**config.mk**
```make
export PLATFORM = sky130hd
export DESIGN_NAME = cbx_exec
export DESIGN_NICKNAME = d
export VERILOG_FILES = /design/src/cbx_pkg.sv /design/src/cbx_exec.sv /design/src/cbx_phase_gen.sv
export SDC_FILE = /design/constraint.sdc
export NUM_CORES = 1
export LEC_CHECK = 0
export ABC_CLOCK_PERIOD_IN_PS = 3000
export BUFFER_PORTS_ARGS = -buffer_cell sky130_fd_sc_hd__buf_2
export CORE_ASPECT_RATIO = 1.5
export CORE_MARGIN = 5
export CORE_UTILIZATION = 34
export CTS_CLUSTER_SIZE = 40
export DETAILED_ROUTE_END_ITERATION = 10
export PLACE_DENSITY_LB_ADDON = 0.08
export SLEW_MARGIN = 20
export SYNTH_ARGS = -nofsm -noshare
export SYNTH_HDL_FRONTEND = slang
export SYNTH_SLANG_ARGS = --single-unit
```
**constraint.sdc**
```tcl
create_clock -name mclk -period 3 [get_ports mclk]
set_input_delay 0.6 -clock mclk [delete_from_list [all_inputs] [get_ports mclk]]
set_output_delay 0.6 -clock mclk [all_outputs]
set_load 0.05 [all_outputs]
```
**src/cbx_pkg.sv**
```systemverilog
// Constants and types shared by the carry branch and bit clear execute logic.
`default_nettype none
package cbx_pkg;
  // ----------------------------------------------------------------------
  // Widths
  // ----------------------------------------------------------------------
  localparam int PC_W = 21;
  localparam int DADDR_W = 12;
  localparam int INSTR_W = 16;
  // ----------------------------------------------------------------------
  // Encodings
  // ----------------------------------------------------------------------
  localparam logic [7:0] BRC_OPCODE = 8'hE2;
  localparam logic [3:0] CLR_NIBBLE = 4'h9;
  localparam logic [7:0] ACCESS_SPLIT = 8'h5F;
  localparam logic [3:0] ACCESS_LO_BANK = 4'h0;
  localparam logic [3:0] ACCESS_HI_BANK = 4'hF;
  localparam logic [7:0] BIT_ONE = 8'h01;
  // ----------------------------------------------------------------------
  // Field positions
  // ----------------------------------------------------------------------
  localparam int OFS_LSB = 0;
  localparam int FADDR_LSB = 0;
  localparam int ABIT_POS = 8;
  localparam int BITNUM_LSB = 9;
  localparam int OPC_LSB = 8;
  localparam int NIB_LSB = 12;
  // ----------------------------------------------------------------------
  // Reset values and cycle counts
  // ----------------------------------------------------------------------
  localparam logic [PC_W-1:0] PC_RESET = 21'h0_0000;
  localparam logic [DADDR_W-1:0] DADDR_RESET = 12'h000;
  localparam logic [INSTR_W-1:0] INSTR_RESET = 16'h0000;
  localparam logic [7:0] BYTE_RESET = 8'h00;
  localparam int PHASES_PER_CYCLE = 4;
  // ----------------------------------------------------------------------
  // Types
  // ----------------------------------------------------------------------
  typedef enum logic [1:0] {PH_Q1, PH_Q2, PH_Q3, PH_Q4} cbx_phase_type;
  typedef enum logic [1:0] {OP_NONE, OP_BRC, OP_CLR} cbx_op_type;
endpackage : cbx_pkg
`default_nettype wire

```
**src/cbx_exec.sv**
```systemverilog
// Decode and execute of the branch on carry and the register bit clear instructions.
// Behaviour
// - Carry set loads PC plus twice offset.
// - Target is relative to the following instruction.
// - Taken branch adds one discarded no-operation cycle.
// - Bit clear zeroes one bit, keeps others.
// - Access bit picks access bank or pointer.
// - Extended set, low addresses with access bit clear use indexed offset.
`default_nettype none
module cbx_exec (
  input wire logic mclk,
  input wire logic reset_n,
  input wire logic [cbx_pkg::INSTR_W-1:0] instr_word,
  input wire logic [cbx_pkg::PC_W-1:0] pc_next,
  input wire logic carry_flag,
  input wire logic [3:0] bank_select_pointer,
  input wire logic ext_set_en,
  input wire logic [cbx_pkg::DADDR_W-1:0] index_base,
  input wire logic [7:0] rd_data,
  output cbx_pkg::cbx_phase_type phase_r,
  output logic pc_load_r,
  output logic [cbx_pkg::PC_W-1:0] pc_target_r,
  output logic discard_r,
  output logic mem_rd_r,
  output logic mem_wr_r,
  output logic [cbx_pkg::DADDR_W-1:0] mem_addr_r,
  output logic [7:0] mem_wdata_r,
  output logic status_we_r
);
  import cbx_pkg::*;

  // ----------------------------------------------------------------------
  // Phase sequencer
  // ----------------------------------------------------------------------
  cbx_phase_gen u_phase (
    .mclk(mclk),
    .reset_n(reset_n),
    .phase_r(phase_r)
  );

  // ----------------------------------------------------------------------
  // Decode
  // ----------------------------------------------------------------------
  cbx_op_type op_r;
  cbx_op_type op_nxt;
  logic [INSTR_W-1:0] ir_r;
  logic take_r;
  wire logic end_q1 = (phase_r == PH_Q1);
  wire logic end_q2 = (phase_r == PH_Q2);
  wire logic end_q3 = (phase_r == PH_Q3);
  wire logic end_q4 = (phase_r == PH_Q4);

  // Recognise the two opcodes from the word presented during Q1.
  wire logic dec_brc = (instr_word[INSTR_W-1:OPC_LSB] == BRC_OPCODE);
  wire logic dec_clr = (instr_word[INSTR_W-1:NIB_LSB] == CLR_NIBBLE);
  // A flushed cycle decodes nothing, so the prefetched word has no effect.
  assign op_nxt = discard_r ? OP_NONE :
                  dec_brc ? OP_BRC :
                  dec_clr ? OP_CLR : OP_NONE;

  // ----------------------------------------------------------------------
  // Operand address for bit clear
  // ----------------------------------------------------------------------
  wire logic [7:0] f_addr = instr_word[FADDR_LSB +: 8];
  wire logic a_bit = instr_word[ABIT_POS];
  wire logic f_low = (f_addr <= ACCESS_SPLIT);
  // Indexed literal offset adds the file address to the index base.
  wire logic [DADDR_W-1:0] idx_addr = DADDR_W'(index_base + {4'h0, f_addr});
  // The access bank maps low addresses to bank 0 and the rest to the top bank.
  wire logic [DADDR_W-1:0] acc_addr = f_low ? {ACCESS_LO_BANK, f_addr} :
                                               {ACCESS_HI_BANK, f_addr};
  wire logic [DADDR_W-1:0] bank_addr = {bank_select_pointer, f_addr};
  wire logic use_idx = !a_bit && ext_set_en && f_low;
  wire logic [DADDR_W-1:0] eff_addr = a_bit ? bank_addr :
                                      use_idx ? idx_addr : acc_addr;

  // ----------------------------------------------------------------------
  // Execute
  // ----------------------------------------------------------------------
  // Sign extend the literal and double it; the PC is already past this word.
  wire logic [7:0] ofs = ir_r[OFS_LSB +: 8];
  wire logic [PC_W-1:0] ofs2 = {{(PC_W-9){ofs[7]}}, ofs, 1'b0};
  wire logic [PC_W-1:0] tgt_nxt = PC_W'(pc_next + ofs2);
  // Clear the selected bit only.
  wire logic [7:0] clr_mask = BIT_ONE << ir_r[BITNUM_LSB +: 3];
  wire logic [7:0] wdata_nxt = rd_data & ~clr_mask;
  wire logic brc_go = (op_r == OP_BRC) && take_r;

  // Instruction register and operation latched at the end of Q1.
  always_ff @(posedge mclk or negedge reset_n) begin
    if (!reset_n) begin
      op_r <= OP_NONE;
      ir_r <= INSTR_RESET;
    end else if (end_q1) begin
      op_r <= op_nxt;
      ir_r <= instr_word;
    end
  end

  // Operand read during Q2 for bit clear.
  always_ff @(posedge mclk or negedge reset_n) begin
    if (!reset_n) begin
      mem_rd_r <= 1'b0;
      mem_addr_r <= DADDR_RESET;
    end else begin
      mem_rd_r <= end_q1 && (op_nxt == OP_CLR);
      if (end_q1 && (op_nxt == OP_CLR)) begin
        mem_addr_r <= eff_addr;
      end
    end
  end

  // Read carry at the end of Q2 (the literal is latched with the word at the end of Q1); process data there too.
  always_ff @(posedge mclk or negedge reset_n) begin
    if (!reset_n) begin
      take_r <= 1'b0;
      mem_wdata_r <= BYTE_RESET;
    end else if (end_q2) begin
      take_r <= carry_flag;
      if (op_r == OP_CLR) begin
        mem_wdata_r <= wdata_nxt;
      end
    end
  end

  // Write strobes stand for the whole of Q4.
  always_ff @(posedge mclk or negedge reset_n) begin
    if (!reset_n) begin
      mem_wr_r <= 1'b0;
      pc_load_r <= 1'b0;
      pc_target_r <= PC_RESET;
    end else begin
      mem_wr_r <= end_q3 && (op_r == OP_CLR);
      pc_load_r <= end_q3 && brc_go;
      if (end_q3 && brc_go) begin
        pc_target_r <= tgt_nxt;
      end
    end
  end

  // A taken branch makes the next instruction cycle a discarded no-operation.
  always_ff @(posedge mclk or negedge reset_n) begin
    if (!reset_n) begin
      discard_r <= 1'b0;
    end else if (end_q4) begin
      discard_r <= brc_go;
    end
  end

  // Neither instruction writes the arithmetic status flags.
  always_ff @(posedge mclk or negedge reset_n) begin
    if (!reset_n) begin
      status_we_r <= 1'b0;
    end else begin
      status_we_r <= 1'b0;
    end
  end
endmodule : cbx_exec
`default_nettype wire

```
**src/cbx_phase_gen.sv**
```systemverilog
// Four-phase sequencer that splits each instruction cycle into Q1 to Q4.
`default_nettype none
module cbx_phase_gen (
  input wire logic mclk,
  input wire logic reset_n,
  output cbx_pkg::cbx_phase_type phase_r
);
  import cbx_pkg::*;

  cbx_phase_type phase_nxt;

  // Step through the phases in order and wrap after Q4.
  always_comb begin
    unique case (phase_r)
      PH_Q1: phase_nxt = PH_Q2;
      PH_Q2: phase_nxt = PH_Q3;
      PH_Q3: phase_nxt = PH_Q4;
      PH_Q4: phase_nxt = PH_Q1;
    endcase
  end

  // Phase register, starting in Q1 after reset.
  always_ff @(posedge mclk or negedge reset_n) begin
    if (!reset_n) begin
      phase_r <= PH_Q1;
    end else begin
      phase_r <= phase_nxt;
    end
  end
endmodule : cbx_phase_gen
`default_nettype wire

```
==> run metrics <==
all-layer global routing usage about 16%; fin. max-slew vios 0; Starting Density roughly 35%; vias in the first global route between 3000 and 4000; largest family of logic cells by synthesized area compound AO/OA/AOI/OAI gates; chip width a little under 100 um; Total Routed Length between 10000 and 15000 um; synthesized cell area roughly 0.0038 mm2; CP Launch Type input port; crit path time final between 2 and 3 ns; ys flop type dfrtp_1; Post-CTS Resized 0; status finished, final reports clean; cells after synthesis about 420; final worst-path cycle share roughly 90%; first-pass GRT wire length 17400 um; clock tree buffer depth 2; Die Span Y ~140 um; Post-Place Cells ~670; RD Place Congestion roughly 0.82; EDFF count, synth 0; most common cell after layout, fill and taps aside buf_2; CTS buffer count 9; share of cells above drive strength 1 slightly below 30%; filler instances 1176; CTS tree built; H-tree depth 3; worst slew pin tran between 0.8 and 0.9 ns; Hold Buf Count CTS 0; sequential share of the synthesized area between 30% and 40%; CP max FO 5; num rows between 40 and 50; unrepaired setup endpoints after global routing no; achievable frequency between 0.3 and 0.4 GHz; number of vias per cell approximately 4.9; # nets final 633; final worst slack 0.367 ns; HP Class input port to asynchronous set/reset pin; TritonRoute pass-1 iters 4; total clock sinks 61; WL/cell 15.0 um; Clk Latency, worst-skew pair roughly 0.33 ns; Syn Area/Cell just over 9 um2; mux share of post-synthesis cell area under 10%; Peak VDD IR roughly 250 uV; Synth Area in XOR/XNOR around 5.0%; synth unique cells 56; setup bufs post-CTS 0; Final setup viols 0; WS Path Type input port to flop; maxcap violations 0; simple-gate share of the synthesized area ~15%; Synth Warn # 0; antenna viol nets, final 0; Residual DRC 0; Setup TNS Final 0 ns; area of the core 0.0111 mm2; detailed-route via count 3392; gr ovfl total 0; Static Leak 0.00240 uW; 1st-iter DRT viols slightly above 100; Critical Path RT approximately 3.2 ns; ANT cells 0; Port Buffers around 110; Final Skew roughly 0.0036 ns; crit end category flop; Area Growth Syn to Fin 27.0%; clock transition at the registers of the reported paths 0.06 ns; Layout Cells excl Fill approximately 700; Synth Register Bits 61; synthesized-area fraction occupied by adder cells between 10 and 15%; compound-gate portion of the synthesized area a little over a fifth; Post-synth ARST share 100%; CTS Root Cell clkbuf_16; Syn Nets 517; # IOs roughly 110; die area 0.0135 mm2; HPWL Detailed between 8000 and 9000 um; Worst Path Arrival 2.84 ns; initial antenna violation count 0; most frequent cells in the layout buf_2, dfrtp_1, nand2_1; largest net degree at the start of global routing 36; PD cells 548 mW/mm2; Final Hold Fails 0; Slew headroom between 40 and 50%; pre-CTS setup slack 0.0411 ns
[final timing paths]
path | to | slack, ns | depth (start not counted) | from
hold / removal | pc_target_r[12]$_DFFE_PN0P_ | 0.38 | 1 | reset_n
max in group asynchronous | pc_target_r[0]$_DFFE_PN0P_ | 1.86 | 2 | reset_n
setup / recovery | pc_target_r[17]$_DFFE_PN0P_ | 0.37 | 10 | pc_next[1]
setup reg to reg | pc_target_r[17]$_DFFE_PN0P_ | 0.38 | 9 | ir_r[0]$_DFFE_PN0P_
min in group mclk | pc_target_r[0]$_DFFE_PN0P_ | 0.46 | 3 | pc_next[0]
hold reg to reg | pc_target_r[2]$_DFFE_PN0P_ | 0.47 | 2 | pc_target_r[2]$_DFFE_PN0P_
[report_power, final]
| part | internal [uW] | leakage (uW) | switching [uW] |
|---|---|---|---|
| combinational | 234 | 0.00158 | 463 |
| sequential | 887 | 0.000681 | 39.0 |
| clock | 645 | 0.000138 | 397 |
| total | 1770 | 0.00240 | 899 |
[critical path, stage by stage]
cell and delay, ns:
buf_2 0.11, ha_1 0.21, fa_1 0.40, a21o_1 0.18, a221o_2 0.42, a2111oi_2 0.39, nor2_1 0.12, o22ai_2 0.14
xor2_1 0.19, o21ai_1 0.08
[final cells by class]
class                   count  area [um2]  share of cell area, %
flip-flops and latches     61        1530                   31.4
clock inverters             7        75.1                   1.54
repair buffers            120         623                   12.8
well taps                 147         184                   3.78
inverters                  17        63.8                   1.31
clock buffers               9         225                   4.63
multi-input cells         326        2160                   44.5
[state kept, by name, summed over array words and instances, names as in the netlist]
name,cells
pc_target_r,21
mem_addr_r,12
ir_r,11
mem_wdata_r,8
op_r,2
u_phase.phase_r,2
discard_r,1
mem_rd_r,1
mem_wr_r,1
pc_load_r,1
take_r,1
[through the flow]
| step | instance area [um2] | power, uW | util [%] | hold WS (ns) |
|---|---|---|---|---|
| 3_3_place_gp | 4560 | 1640 | 41.3 | 0.456 |
| 2_1_floorplan | 3830 | 1430 | - | 0.304 |
| 5_1_grt | 4860 | 2820 | 44.0 | 0.446 |
| 3_5_place_dp | 4560 | 1650 | 41.3 | 0.461 |
| 4_1_cts | 4860 | 2720 | 44.0 | 0.409 |
| 6_report | 4860 | 2670 | 44.0 | 0.381 |
[cell families after synthesis]
logic type,Yosys count
adders and majority gates,33
buffers and inverters,32
DFF,61
AOI/OAI and AO/OA,130
xor gates and xnor gates,22
and+or+nand+nor,125
muxes,15
other,1
[metal layers]
layer	vias up	track usage [%]	part of all wire, %
met5	-	0	0
met4	0	7.40	2.3
met3	14	3.08	3.5
met2	77	28.5	53
met1	1574	17.5	41
li1	1727	-	-
[cell usage after synthesis (2+ instances only)]
library cell	number	share of area, %
a21oi_1	29	3.8
ha_1	31	10
o41a_1	2	0.59
or3_1	2	0.33
a211oi_1	4	0.78
dfrtp_1	61	40
clkbuf_1	9	0.88
o31ai_1	7	1.4
xnor2_1	8	1.8
o21a_1	2	0.39
fa_1	2	1.0
nand4_1	5	0.82
mux2i_1	4	1.0
mux2_2	11	3.2
nor2_1	26	2.5
o2111ai_1	2	0.46
nor2b_1	5	0.82
nand3_1	7	0.91
a21o_1	9	1.8
inv_1	17	1.7
or2_2	3	0.49
nor3_1	5	0.65
nand2_1	57	5.6
and2_1	2	0.33
xor2_1	14	3.2
nand2b_1	4	0.65
o21ai_0	54	7.1
buf_4	3	0.59
and3_1	4	0.65
o211ai_1	3	0.59
a221oi_1	2	0.46
Power figures use the tool's default switching activity.
